[src/eip_params.svh]
// Constants for the external interrupt pin logic: offsets, fields, resets
`ifndef EIP_PARAMS_SVH
`define EIP_PARAMS_SVH
`define EIP_CFG_ADDR 8'hE4
`define EIP_CFG_RESET 8'h01
`define EIP_FIELD_STRIDE 4
`define EIP_POL_OFS 3
`define EIP_SEL_WIDTH 3
`define EIP_PEND0_BIT 1
`define EIP_PEND1_BIT 3
`define EIP_SYNC_RESET 8'hFF
`define EIP_RDATA_IDLE 8'h00
`endif

[src/eip_pkg.sv]
// Types shared by the external interrupt pin logic
package eip_pkg;
  typedef logic [2:0] eip_pin_sel_t;
  typedef enum logic {
    EIP_LEVEL = 1'b0,
    EIP_EDGE = 1'b1
  } eip_trig_e;
  typedef enum logic {
    EIP_ACT_LOW = 1'b0,
    EIP_ACT_HIGH = 1'b1
  } eip_pol_e;
endpackage : eip_pkg

[src/eip_input_det.sv]
// Per-input pin selection, polarity correction and pending-flag next value
`timescale 1ns/1ps
`default_nettype none
module eip_input_det
  import eip_pkg::*;
(
  input wire logic clk_in,
  input wire logic srst_in,
  input wire logic [7:0] pins_sync_in,
  input wire eip_pin_sel_t sel_in,
  input wire logic pol_in,
  input wire logic trig_in,
  input wire logic ack_in,
  input wire logic pend_in,
  output logic active_out,
  output logic pend_next_out
);
  logic prev_active_reg;
  logic rise;

  // Pick the monitored pin and fold in polarity
  always_comb begin
    active_out = (pins_sync_in[sel_in] == pol_in);
    rise = active_out && !prev_active_reg;
  end

  // Previous corrected sample for edge detection
  always_ff @(posedge clk_in) begin
    if (srst_in) begin
      prev_active_reg <= 1'b0;
    end else begin
      prev_active_reg <= active_out;
    end
  end

  // Edge mode latches, level mode follows; a new edge beats the vector clear
  always_comb begin
    if (trig_in == EIP_EDGE) begin
      if (rise) begin
        pend_next_out = 1'b1;
      end else if (ack_in) begin
        pend_next_out = 1'b0;
      end else begin
        pend_next_out = pend_in;
      end
    end else begin
      pend_next_out = active_out;
    end
  end
endmodule : eip_input_det
`default_nettype wire

[src/eip_top.sv]
// External interrupt pin logic: config register, pin sync, pending flags
//
// Functional notes
// Each input has a polarity bit choosing active-high or active-low pin state.
// Each input has a trigger-type bit, from timer control, choosing edge or level.
// Trigger 1 is edge, 0 level; polarity 1 high, 0 low; four combinations.
// Polarity 1 means pin high is active; polarity 0 means pin low is active.
// Three-bit select per input picks port-0 pin 0 through 7.
// Pin choice is independent of the peripheral routing matrix.
// The logic only samples its pin and never disturbs other users of it.
// Software should skip these pins in routing and set them open-drain, latch 1.
// Pending flags sit at timer control bits 1 and 3.
// Edge mode sets pending on active edge, clears when the CPU vectors.
// Level mode pending reads 1 while input active, 0 while inactive, no latch.
// A level source holds its request until the CPU recognises it.
// A level source drops its request before service ends or it re-requests.
// Eight-bit config at 0xE4: second polarity, select, first polarity, select.
// Pins are synchronised and edges found from successive corrected samples.
`timescale 1ns/1ps
`default_nettype none
`include "eip_params.svh"
module eip_top
  import eip_pkg::*;
(
  input wire logic CLK_SYS_IN,
  input wire logic SRST_IN,
  input wire logic [7:0] SFR_ADDR_IN,
  input wire logic SFR_WR_IN,
  input wire logic SFR_RD_IN,
  input wire logic [7:0] SFR_WDATA_IN,
  output logic [7:0] SFR_RDATA_OUT,
  input wire logic [7:0] PORT0_PIN_IN,
  input wire logic FIRST_INPUT_TRIGGER_TYPE_IN,
  input wire logic SECOND_INPUT_TRIGGER_TYPE_IN,
  input wire logic FIRST_VECTOR_ACK_IN,
  input wire logic SECOND_VECTOR_ACK_IN,
  output logic FIRST_INPUT_PENDING_OUT,
  output logic SECOND_INPUT_PENDING_OUT,
  output logic [7:0] TIMER_CONTROL_PEND_OUT
);
  logic [7:0] ext_int_pin_config_reg;
  logic [7:0] sync1_reg;
  logic [7:0] sync2_reg;
  logic [1:0] pend_reg;
  logic [1:0] pend_next;
  logic [1:0] active;
  logic [1:0] trig;
  logic [1:0] ack;
  logic [7:0] rdata_next;
  logic [7:0] timer_ctrl_next;
  logic cfg_hit;

  // Gather the per-input controls into vectors
  always_comb begin
    trig = {SECOND_INPUT_TRIGGER_TYPE_IN, FIRST_INPUT_TRIGGER_TYPE_IN};
    ack = {SECOND_VECTOR_ACK_IN, FIRST_VECTOR_ACK_IN};
    cfg_hit = (SFR_ADDR_IN == `EIP_CFG_ADDR);
  end

  // Configuration register, written at its special-function address
  always_ff @(posedge CLK_SYS_IN) begin
    if (SRST_IN) begin
      ext_int_pin_config_reg <= `EIP_CFG_RESET;
    end else if (SFR_WR_IN && cfg_hit) begin
      ext_int_pin_config_reg <= SFR_WDATA_IN;
    end
  end

  // Read data: the register when addressed, zero otherwise
  always_comb begin
    if (SFR_RD_IN && cfg_hit) begin
      rdata_next = ext_int_pin_config_reg;
    end else begin
      rdata_next = `EIP_RDATA_IDLE;
    end
  end

  // Registered read port
  always_ff @(posedge CLK_SYS_IN) begin
    if (SRST_IN) begin
      SFR_RDATA_OUT <= `EIP_RDATA_IDLE;
    end else begin
      SFR_RDATA_OUT <= rdata_next;
    end
  end

  // Two-stage synchroniser on every port-0 pin; input only, nothing driven back
  always_ff @(posedge CLK_SYS_IN) begin
    if (SRST_IN) begin
      sync1_reg <= `EIP_SYNC_RESET;
      sync2_reg <= `EIP_SYNC_RESET;
    end else begin
      sync1_reg <= PORT0_PIN_IN;
      sync2_reg <= sync1_reg;
    end
  end

  // One detector per external input, fields at a fixed stride in the config
  genvar gi;
  generate
    for (gi = 0; gi < 2; gi = gi + 1) begin : g_input
      eip_input_det u_det (
        .clk_in(CLK_SYS_IN),
        .srst_in(SRST_IN),
        .pins_sync_in(sync2_reg),
        .sel_in(ext_int_pin_config_reg[gi*`EIP_FIELD_STRIDE +: `EIP_SEL_WIDTH]),
        .pol_in(ext_int_pin_config_reg[gi*`EIP_FIELD_STRIDE + `EIP_POL_OFS]),
        .trig_in(trig[gi]),
        .ack_in(ack[gi]),
        .pend_in(pend_reg[gi]),
        .active_out(active[gi]),
        .pend_next_out(pend_next[gi])
      );
    end
  endgenerate

  // Place the two flags at their timer control positions
  always_comb begin
    timer_ctrl_next = 8'h00;
    timer_ctrl_next[`EIP_PEND0_BIT] = pend_next[0];
    timer_ctrl_next[`EIP_PEND1_BIT] = pend_next[1];
  end

  // Pending flags and their timer control image
  always_ff @(posedge CLK_SYS_IN) begin
    if (SRST_IN) begin
      pend_reg <= 2'h0;
      TIMER_CONTROL_PEND_OUT <= 8'h00;
    end else begin
      pend_reg <= pend_next;
      TIMER_CONTROL_PEND_OUT <= timer_ctrl_next;
    end
  end

  // Separate flag outputs, same flops' next value
  always_ff @(posedge CLK_SYS_IN) begin
    if (SRST_IN) begin
      FIRST_INPUT_PENDING_OUT <= 1'b0;
      SECOND_INPUT_PENDING_OUT <= 1'b0;
    end else begin
      FIRST_INPUT_PENDING_OUT <= pend_next[0];
      SECOND_INPUT_PENDING_OUT <= pend_next[1];
    end
  end
endmodule : eip_top
`default_nettype wire

[config.mk]
export PLATFORM = sky130hd
export DESIGN_NAME = eip_top
export DESIGN_NICKNAME = d
export VERILOG_FILES = /design/src/eip_pkg.sv /design/src/eip_input_det.sv /design/src/eip_top.sv
export VERILOG_INCLUDE_DIRS = /design/src /design/src/src
export SDC_FILE = /design/constraint.sdc
export NUM_CORES = 1
export LEC_CHECK = 0
export BUFFER_PORTS_ARGS = -buffer_cell sky130_fd_sc_hd__buf_2
export CORE_MARGIN = 2
export CORE_UTILIZATION = 48
export DETAILED_ROUTE_END_ITERATION = 12
export GPL_ROUTABILITY_DRIVEN = 0
export PLACE_DENSITY = 0.75
export SYNTH_ARGS = -nofsm -noshare
export SYNTH_HDL_FRONTEND = slang
export SYNTH_HIERARCHICAL = 1
export SYNTH_SLANG_ARGS = --single-unit
[constraint.sdc]
create_clock -name CLK_SYS_IN -period 2.4 [get_ports CLK_SYS_IN]
set_clock_uncertainty 0.1 [all_clocks]
set_input_delay 0.72 -clock CLK_SYS_IN [delete_from_list [all_inputs] [get_ports CLK_SYS_IN]]
set_output_delay 0.72 -clock CLK_SYS_IN [all_outputs]
set_load 0.02 [all_outputs]
# Word-level counts from Yosys, hierarchy flattened
# Index checks and enable logic that the tools add are counted.
# word_totals
out_inout_bits	18
input_bits	32
elab_cells	33
memories	0
ramBits	0
romBits	0
latchBits	0
ff_bits	44
# classes
div	0
n_bitwise	1
eq_ne	3
n_addsub	0
reduce_logical	7
order_cmp	2
n_shift	0
mul	0
n_mux	10
# ops
cell	count
$eq 8x8->1 const B	1
$lt 3x4->1 const B	2
$mux 1	8
$bmux 1 s3	2
$logic_and 1x1->1	4
$eq 1x1->1	2
$logic_not 1->1	2
$reduce_or 2->1	1
$not 1->1	1

# Depth between registers and ports, before layout
# Gate-level depths: netlist of the first run.
# logic_depth
word_depth	6
depth_mapped	6

# Hierarchy
# Netlist of the first run, hierarchy kept.
# modules_own_cells
mod	n_inst	area_per_inst_um2	seq_area_each_um2	cells_per_inst
eip_top	1	1179.9	680.7	101
eip_input_det	2	120.1	20.0	12

# Worst setup path after synthesis of the first run
# No wires, ideal clock.
# synth_path
kind	input to register
from	input port SFR_ADDR_IN[1]
to	register ext_int_pin_config_reg[0]
arrival_time_ns	1.845
stages	3
setup_ns	0.072
n_path_buf	0
path_slack_ns	0.384
path_cell_list	or4b_4 > nor3_4 > mux2i_1
# synth_via
elab_chain_cells	2
# synth_rtl
element	line_no	rtl
from (decl)	eip_top.sv:27	input wire logic [7:0] SFR_ADDR_IN,
$eq 8x8->1 (no line)	--	
$logic_and 1x1->1	eip_top.sv:64	end else if (SFR_WR_IN && cfg_hit) begin
to (signal assigned)	eip_top.sv:63	ext_int_pin_config_reg <= `EIP_CFG_RESET;
to (decl)	eip_top.sv:41	logic [7:0] ext_int_pin_config_reg;
# No other way between the ends.
# A chain may end at the register's enable or synchronous reset.

# Worst setup path after layout of the first run
# layout_path
from	register ext_int_pin_config_reg[1]
to	register pend_reg[0]
# layout_via
elab_chain_cells	6
# layout_rtl
element	line_no	rtl
$bmux 1 s3 (*)	eip_input_det.sv:23	active_out = (pins_sync_in[sel_in] == pol_in);
$mux 1 (implied by the code) (*)	eip_input_det.sv:23	
$eq 1x1->1 (*)	eip_input_det.sv:23	
named net active[0]	eip_top.sv:46	logic [1:0] active;
$logic_and 1x1->1	eip_input_det.sv:24	rise = active_out && !prev_active_reg;
$mux 1	eip_input_det.sv:39	if (rise) begin
$mux 1 (*)	eip_input_det.sv:38	if (trig_in == EIP_EDGE) begin
named net pend_next[0]	eip_top.sv:45	logic [1:0] pend_next;
to (signal assigned)	eip_top.sv:130	pend_reg <= pend_next;
to (decl)	eip_top.sv:44	logic [1:0] pend_reg;
# The timed path passes the listed nets; every way through them passes the cells marked *. The select of a mux whose other input is x is not followed.

==> results.md, run 1 <==
* Finish-stage setup viols at 0
* Top-Level Pins at 50
* Reg2reg setup slack at around 590 ps
* DR pass1 iterations at 5
* DR WL/cell at between 10 and 15 um
* # nets final at 200
* Clk sinks at 36
* PwrDens at approximately 650 mW/mm^2
* Yosys reg bits at 36
* Worst-Skew Late Latency at around 330 ps
* Critical path endpoint category: flip-flop
* Port Buffer Count at 43
* Most common library cell in the layout ignoring fill and taps: buf_2
* Highest clock rate at roughly 550 MHz
* Total grt overflow at 0
* Fin util at between 60% and 70%
* Crit Path Category: reg -> reg
* Status: completed
* H-tree depth at 2
* Worst-Margin Slew at about 500 ps
* Vias/cell at 4.64
* GRT Util Overall at about 15%
* Min Tclk post-route at ~1800 ps
* FF/Latch Area at 721 um^2
* Clk slew on worst S/H paths at 110 ps
* Die Wd at approximately 58 um
* Resized cells post-CTS at 0
* Worst hold path type: reg -> reg
* Fillers at approximately 230
* MaxCap Viol Count at 0
* # diodes at 0
* First DRT Iteration DRCs at 11
* Clock Tree Buf Depth at 2
* Synth Instances at roughly 130
* Antenna viol nets, final at 0
* Sequential area share after synthesis at between 50% and 60%
* CTS tree: yes
* Synth Warn # at 6
* Vias in the first global route at 897
* Final TNS setup at 0 ps
* CTS Buf Count at 5
* Layout cells sized above 1 at 34.9%
* Commonest non-fill, non-tap cells in the layout: buf_2, dfxtp_1, or2_1, mux2i_1, nand2b_1
* Crit path required time at 2510 ps
* # rows at 19
* P_leak at roughly 0.75 nW
* Hold buffer count at CTS at 0
* Mean cell area of the mapped netlist at approximately 11 um^2
* WP data arrival at 1930 ps
* Via count at slightly above 900
* Post-Syn Area at approximately 0.0014 mm^2
* Initial Util at between 50% and 60%
* Placed inst area at between 0.0015 and 0.002 mm^2
* Type of origin of the critical path: flip-flop
* Max Slew Vio Count at 0
* Worst vdd ir at 0.476 mV
* Largest net degree at the start of global routing at 38
* First-pass GRT wire length at ~3.8 mm
* Die ar. at between 0.003 and 0.004 mm^2
* Root buf cell: clkbuf_4
* Core footprint at roughly 0.0028 mm^2
* Die Height at about 60 um
* Layout area overhead at 19.6%
* Crit path max fanout at 6
* Rel. slew slack at roughly two thirds
* Post-detail-place hpwl at between 1.5 and 2 mm
* Initial antenna violation count at 0
* WL final at about 2.3 mm
* Post-CTS setup buffer count at 0
* RSZ-0062 raised after global routing: no
* Post-route clock period utilization at roughly three quarters
* Final instance area at ~0.0017 mm^2
* DRC viols at 0
* Netlist cell types at 21
* Final Hold Viols at 0
* Area of the multi-input gates at about 610 um^2
* Hold WS at ~310 ps
power by group:
group	internal (mW)	switching [mW]	leakage [nW]
Combinational	0.0416	0.0360	0.419
Clock	0.217	0.196	0.0412
Sequential	0.612	0.00502	0.294
Total	0.871	0.237	0.754
cells in the mapped netlist:
cell type / instances / area share [%]
nor4b_4: 1 / 1.7
mux2i_1: 16 / 11
a32o_1: 2 / 1.4
nor2b_1: 4 / 1.8
xor2_1: 2 / 1.2
clkbuf_2: 2 / 0.70
dfxtp_1: 36 / 51
mux4_2: 2 / 3.2
bufinv_8: 1 / 1.2
and2_1: 8 / 3.5
conb_1: 1 / 0.26
nor2_1: 2 / 0.53
inv_1: 2 / 0.53
clkbuf_1: 3 / 0.79
nand2b_1: 14 / 6.2
nor3_4: 1 / 1.1
nand4b_2: 1 / 1.1
buf_4: 8 / 4.2
or2_1: 16 / 7.0
nand2_1: 2 / 0.53
or4b_4: 1 / 0.97
critical path: stages (launching register included):
cell and delay (ps):
dfxtp_1 500, mux2i_1 130, mux4_2 490, xor2_1 170, a32o_1 200, nor2b_1 120
cell families after synthesis:
logic type	count (synthesis)	synth area share, %
AND/OR/NAND/NOR	50	24.4
multiplexers	18	14.4
flip-flops	36	50.7
AO/OA/AOI/OAI	2	1.41
XOR/XNOR	2	1.23
buffers and inverters	16	7.49
other	1	0.264
per-layer routing:
metal / routed length, um / part of all wire (%) / global-route usage [%] / vias up
met5: 0 / 0 / 0 / -
met4: 8 / 0.35 / 5.98 / 0
met3: 166 / 7.3 / 5.93 / 2
met2: 1190 / 53 / 27.8 / 35
met1: 900 / 40 / 15.4 / 414
li1: - / - / - / 476
area by class of cell:
| cell class | count | area share (%) |
|---|---|---|
| clock inverters | 3 | 2.50 |
| well taps | 31 | 2.28 |
| flip-flops and latches | 36 | 42.4 |
| clock buffers | 5 | 2.21 |
| inverters | 3 | 1.47 |
| repair buffers | 44 | 13.1 |
| multi-input cells | 78 | 36.0 |
per-stage QoR:
stage / worst slack, ps / std cells / power [mW]
after floorplan: 384 / 130 / 0.684
after global placement: 298 / 192 / 0.706
after detailed placement: 267 / 192 / 0.709
after CTS: 570 / 200 / 1.12
after global routing: 509 / 200 / 1.16
final: 585 / 200 / 1.11
final timing paths:
path	from	endpoint	cells past startpoint
worst max-delay path	ext_int_pin_config_reg[1]	pend_reg[0]	5
worst min-delay path	sync1_reg[7]	sync2_reg[7]	1
worst max register to register	ext_int_pin_config_reg[1]	pend_reg[0]	5
worst min register to register	sync1_reg[7]	sync2_reg[7]	1
No activity file was read; power rests on OpenSTA's default activity.
==> run 2, diff against run 1 <==
--- a/config.mk
+++ b/config.mk
@@ -6,12 +6,13 @@
 export SDC_FILE = /design/constraint.sdc
 export NUM_CORES = 1
 export LEC_CHECK = 0
+export ABC_AREA = 1
 export BUFFER_PORTS_ARGS = -buffer_cell sky130_fd_sc_hd__buf_2
 export CORE_MARGIN = 2
-export CORE_UTILIZATION = 48
+export CORE_UTILIZATION = 45
 export DETAILED_ROUTE_END_ITERATION = 12
 export GPL_ROUTABILITY_DRIVEN = 0
-export PLACE_DENSITY = 0.75
+export PLACE_DENSITY = 0.73
 export SYNTH_ARGS = -nofsm -noshare
 export SYNTH_HDL_FRONTEND = slang
 export SYNTH_HIERARCHICAL = 1
==> constraint.sdc (replaced) <==
create_clock -name CLK_SYS_IN -period 1.5 [get_ports CLK_SYS_IN]
set_clock_uncertainty 0.1 [all_clocks]
set_input_delay 0.45 -clock CLK_SYS_IN [delete_from_list [all_inputs] [get_ports CLK_SYS_IN]]
set_output_delay 0.45 -clock CLK_SYS_IN [all_outputs]
set_load 0.02 [all_outputs]
==> run 2 against run 1 <==
  * Worst hold slack lost 130 ps
  * Design area grew 10%
  * Sequential cell count is the same
  * Critical path type is now reg -> out
  * Highest routed layer unchanged
==> results.md, run 2 <==
* Status: completed (unchanged)
* Die Wd at 63.0 um (was 58.4 um)
* Critical-path top delay cell: dfxtp_1 (unchanged)
* Crit path max fanout at 3 (was 6)
* Antenna viol nets, final at 0 (unchanged)
* Hold buffer count at CTS at 0 (unchanged)
* Reg2Reg Depth at 9 (was 5)
* Crit path required time at 950 ps (was 2510 ps)
* Crit path depth at 1 (was 5)
* P_leak at 1.04 nW (was 0.754 nW)
* # diodes at 0 (unchanged)
* P_sw at 0.416 mW (was 0.237 mW)
* Via count at 1262 (was 927)
* Vias/cell at 4.18 (was 4.64)
* Post-route clock period utilization at 95.7%
* # nets final at 287 (was 200)
* Initial antenna violation count at 0 (unchanged)
* Critical path endpoint category: output port (was flip-flop)
* Fin util at 56.2% (was 61.1%)
* Min Tclk post-route at 1440 ps
* Port Buffer Count at 43 (unchanged)
* Most common library cell in the layout ignoring fill and taps: inv_1 (was buf_2)
* Post-CTS setup buffer count at 0 (unchanged)
* DR WL/cell at 8.59 um (was 11.3 um)
* Final TNS setup at 0 ps (unchanged)
* Hold path start: PORT0_PIN_IN[5] (was sync1_reg[7])
* Finish-stage setup viols at 0 (unchanged)
* MaxCap Viol Count at 0 (unchanged)
* Post-Syn Area at 0.00157 mm^2 (was 0.00142 mm^2)
* Worst-path cell chain: buf_2 (was mux2i_1, mux4_2, xor2_1, a32o_1, nor2b_1)
* CP max stage delay at 370 ps (was 500 ps)
* WL final at 2.60 mm (was 2.27 mm)
* Clock Tree Buf Depth at 2 (unchanged)
* Commonest non-fill, non-tap cells in the layout: inv_1, buf_2, nand2_1 (was buf_2, dfxtp_1, or2_1, mux2i_1, nand2b_1)
* Layout area overhead at 19.8% (was 19.6%)
* Clock share of power at 32.9% (was 37.3%)
* # rows at 21 (was 19)
* CTS tree: yes (unchanged)
* Worst hold path type: in -> reg (was reg -> reg)
* Die ar. at 0.00397 mm^2 (was 0.00341 mm^2)
* Placed inst area at 0.00181 mm^2 (was 0.00162 mm^2)
* Highest clock rate at approximately 700 MHz
* Vias in the first global route at 1141 (was 897)
* Register share of total power at 58.3% (was 55.7%)
* DRC viols at 0 (unchanged)
* Crit Path Category: reg -> out (was reg -> reg)
* Place WS at 9.73 ps (was 267 ps)
* Mean cell area of the mapped netlist at 7.49 um^2 (was 11.4 um^2)
* H-tree depth at 2 (unchanged)
* Reg2reg start: ext_int_pin_config_reg[4] (was ext_int_pin_config_reg[1])
* Crit-path leading delay family: flip-flops (was multiplexers)
* GRT Util Overall at 14.9% (was 15.2%)
* Largest net degree at the start of global routing at 18 (was 38)
* Type of origin of the critical path: flip-flop (unchanged)
* Max Slew Vio Count at 0 (unchanged)
* WP data arrival at 890 ps (was 1930 ps)
* Internal power at 1.28 mW (was 0.871 mW)
* Comb pwr share at 8.8% (was 7.0%)
* Total grt overflow at 0 (unchanged)
* Final instance area at 0.00188 mm^2 (was 0.00170 mm^2)
* Resized cells post-CTS at 0 (unchanged)
* Core footprint at 0.00334 mm^2 (was 0.00278 mm^2)
* Initial Util at 46.9% (was 51.1%)
* CTS Buf Count at 5 (unchanged)
* First DRT Iteration DRCs at 48 (was 11)
* Post-detail-place hpwl at 2.01 mm (was 1.71 mm)
* Root buf cell: clkbuf_4 (unchanged)
* Die Height at 63.0 um (was 58.4 um)
* Clk sinks at 36 (unchanged)
* Clk slew on worst S/H paths at 110 ps (about the same)
* DR pass1 iterations at 4 (was 5)
* Cell depth of the worst hold path at 2 (was 1)
* Final Hold Viols at 0 (unchanged)
* Fillers at 344 (was 231)
* Top-Level Pins at 50 (unchanged)
* Tot Pwr at 1.69 mW (was 1.11 mW)
* Net Sw Frac at 24.5% (was 21.4%)
* Worst-Skew Late Latency at 340 ps (was 330 ps)
* Setup crit start: pend_reg[0] (was ext_int_pin_config_reg[1])
* Layout cells sized above 1 at 33.6% (was 34.9%)
* Synth Warn # at 6 (unchanged)
* Worst Path Buf+Inv at 1 (was 0)
* Setup ws final at 64.0 ps (was 585 ps)
* Worst vdd ir at 0.560 mV (was 0.476 mV)
* RSZ-0062 raised after global routing: no (unchanged)
* Synth Instances at 209 (was 125)
* First-pass GRT wire length at 4.53 mm (was 3.80 mm)
* PwrDens at 904 mW/mm^2 (was 652 mW/mm^2)
[run 2: area by class of cell]
type                       count  area, um^2  area share (%)
tap                           46        57.6            3.07
timing repair buffer          44         235            12.5
clock buffer                   6        51.3            2.74
inverter                      51         191            10.2
clock inverter                 2        13.8           0.734
multi-input combinational    117         604            32.2
sequential                    36         722            38.5
[run 2: power by group through the flow]
stage               clock network, mW  logic (mW)  registers, mW
floorplan                           0       0.101           1.01
global placement                    0       0.147           1.01
detailed placement                  0       0.150           1.01
CTS                             0.575       0.150          0.989
global route                    0.622       0.169          0.991
finish                          0.558       0.149          0.988
[run 2: path summary, 6_finish.rpt]
kind	endpoint	slack [ps]
setup / recovery	TIMER_CONTROL_PEND_OUT[1]	60
hold / removal	sync1_reg[5]	180
setup reg to reg	pend_reg[1]	200
hold reg to reg	sync2_reg[3]	320
[run 2: routing by layer]
metal	vias up	global-route usage, %	part of all wire [%]
li1	691	-	-
met1	534	16.1	44
met2	30	24.9	47
met3	7	3.96	5.4
met4	0	10.8	3.1
met5	-	0	0
[run 2: stage by stage]
stage	cells	hold slack, ps
final	302	177
after global routing	302	162
after global placement	294	294
after CTS	302	166
after floorplan	214	289
after detailed placement	294	294
==> run 3, diff against run 2 <==
--- a/config.mk
+++ b/config.mk
@@ -12,6 +12,7 @@
 export CORE_UTILIZATION = 45
 export DETAILED_ROUTE_END_ITERATION = 12
 export GPL_ROUTABILITY_DRIVEN = 0
+export MAX_ROUTING_LAYER = met4
 export PLACE_DENSITY = 0.73
 export SYNTH_ARGS = -nofsm -noshare
 export SYNTH_HDL_FRONTEND = slang
==> run 3 against run 2 <==
  * Sequential share of layout area unchanged
  * Maximum frequency did not move
  * Core utilization stayed put
  * Count of clock-buffer cells in the layout did not move
  * Critical path type unchanged
==> results.md, run 3 (synthesis results as in run 2) <==
* Status: completed (unchanged)
* Worst vdd ir at 0.560 mV (unchanged)
* Port Buffer Count at 43 (unchanged)
* DR pass1 iterations at 4 (unchanged)
* CP max stage delay at 370 ps (about the same)
* Commonest non-fill, non-tap cells in the layout: inv_1, buf_2, nand2_1 (unchanged)
* Core footprint at 0.00334 mm^2 (unchanged)
* Initial antenna violation count at 0 (unchanged)
* Fin util at 56.2% (unchanged)
* Die ar. at 0.00397 mm^2 (unchanged)
* WP data arrival at 890 ps (about the same)
* P_leak at 1.04 nW (unchanged)
* Top-Level Pins at 50 (unchanged)
* Crit path max fanout at 3 (unchanged)
* # nets final at 287 (unchanged)
* RSZ-0062 raised after global routing: no (unchanged)
* Via count at 1262 (unchanged)
* Layout area overhead at 19.8% (unchanged)
* CTS tree: yes (unchanged)
* Post-route clock period utilization at 95.7% (unchanged)
* Crit Path Category: reg -> out (unchanged)
* Final Hold Viols at 0 (unchanged)
* DRC viols at 0 (unchanged)
* Hold buffer count at CTS at 0 (unchanged)
* Largest net degree at the start of global routing at 18 (unchanged)
* Total grt overflow at 0 (unchanged)
* Clk sinks at 36 (unchanged)
* Die Height at 63.0 um (unchanged)
* Max Slew Vio Count at 0 (unchanged)
* Crit path required time at 950 ps (about the same)
* Critical path endpoint category: output port (unchanged)
* # diodes at 0 (unchanged)
* Post-CTS setup buffer count at 0 (unchanged)
* DR WL/cell at 8.59 um (unchanged)
* Worst hold path type: in -> reg (unchanged)
* Layout cells sized above 1 at 33.6% (unchanged)
* CTS Buf Count at 5 (unchanged)
* MaxCap Viol Count at 0 (unchanged)
* Die Wd at 63.0 um (unchanged)
* First DRT Iteration DRCs at 48 (unchanged)
* Final TNS setup at 0 ps (unchanged)
* PwrDens at 904 mW/mm^2 (about the same)
* Antenna viol nets, final at 0 (unchanged)
* Highest clock rate at 696 MHz (unchanged)
* Initial Util at 46.9% (unchanged)
* Worst-path cell chain: buf_2 (unchanged)
* Vias/cell at 4.18 (unchanged)
* Most common library cell in the layout ignoring fill and taps: inv_1 (unchanged)
* Clk slew on worst S/H paths at 110 ps (about the same)
* Critical-path top delay cell: dfxtp_1 (unchanged)
* First-pass GRT wire length at 4.53 mm (unchanged)
* WL final at 2.60 mm (unchanged)
* # rows at 21 (unchanged)
* Min Tclk post-route at 1440 ps (unchanged)
* Worst-Skew Late Latency at 340 ps (about the same)
* Type of origin of the critical path: flip-flop (unchanged)
* Finish-stage setup viols at 0 (unchanged)
* Vias in the first global route at 1141 (unchanged)
* Root buf cell: clkbuf_4 (unchanged)
* Fillers at 344 (unchanged)
* Worst Path Buf+Inv at 1 (unchanged)
* Clock Tree Buf Depth at 2 (unchanged)
* GRT Util Overall at 15.3% (was 14.9%)
* H-tree depth at 2 (unchanged)
* Post-detail-place hpwl at 2.01 mm (unchanged)
* Crit-path leading delay family: flip-flops (unchanged)
* Resized cells post-CTS at 0 (unchanged)
run 3: worst paths after layout:
kind / from / endpoint / slack, ps / cells past startpoint
worst min-delay path: PORT0_PIN_IN[5] / sync1_reg[5] / 180 / 2
worst max register to register: ext_int_pin_config_reg[4] / pend_reg[1] / 200 / 9
worst max-delay path: pend_reg[0] / TIMER_CONTROL_PEND_OUT[1] / 60 / 1
worst min register to register: sync1_reg[3] / sync2_reg[3] / 320 / 1
run 3: final cells by class:
| cell class | count | area (um^2) | share of cell area, % |
|---|---|---|---|
| multi-input combinational | 117 | 604 | 32.2 |
| timing repair buffer | 44 | 235 | 12.5 |
| sequential | 36 | 722 | 38.5 |
| tap | 46 | 57.6 | 3.07 |
| inverter | 51 | 191 | 10.2 |
| clock inverter | 2 | 13.8 | 0.734 |
| clock buffer | 6 | 51.3 | 2.74 |
run 3: metal layers:
layer | wire length [um] | GRT usage [%] | vias to the layer above
li1 | - | - | 691
met1 | 1150 | 16.3 | 534
met2 | 1220 | 24.9 | 30
met3 | 138 | 3.78 | 7
met4 | 80 | 10.8 | 0
met5 | 0 | - | -
run 3: power breakdown:
group / switching (mW) / leakage (nW) / internal [mW] / total, mW
Combinational: 0.0810 / 0.709 / 0.0679 / 0.149
Sequential: 0.00866 / 0.294 / 0.979 / 0.988
Clock: 0.326 / 0.0386 / 0.231 / 0.558
run 3: through the flow:
step	power (mW)	hold WS [ps]	worst slack, ps	cells	cell area [um^2]
2_1_floorplan	1.11	289	247	214	1580
3_3_place_gp	1.16	294	52.4	294	1810
3_5_place_dp	1.16	294	9.73	294	1810
4_1_cts	1.71	166	38.8	302	1870
5_1_grt	1.78	162	3.82	302	1880
6_report	1.69	177	64.0	302	1880
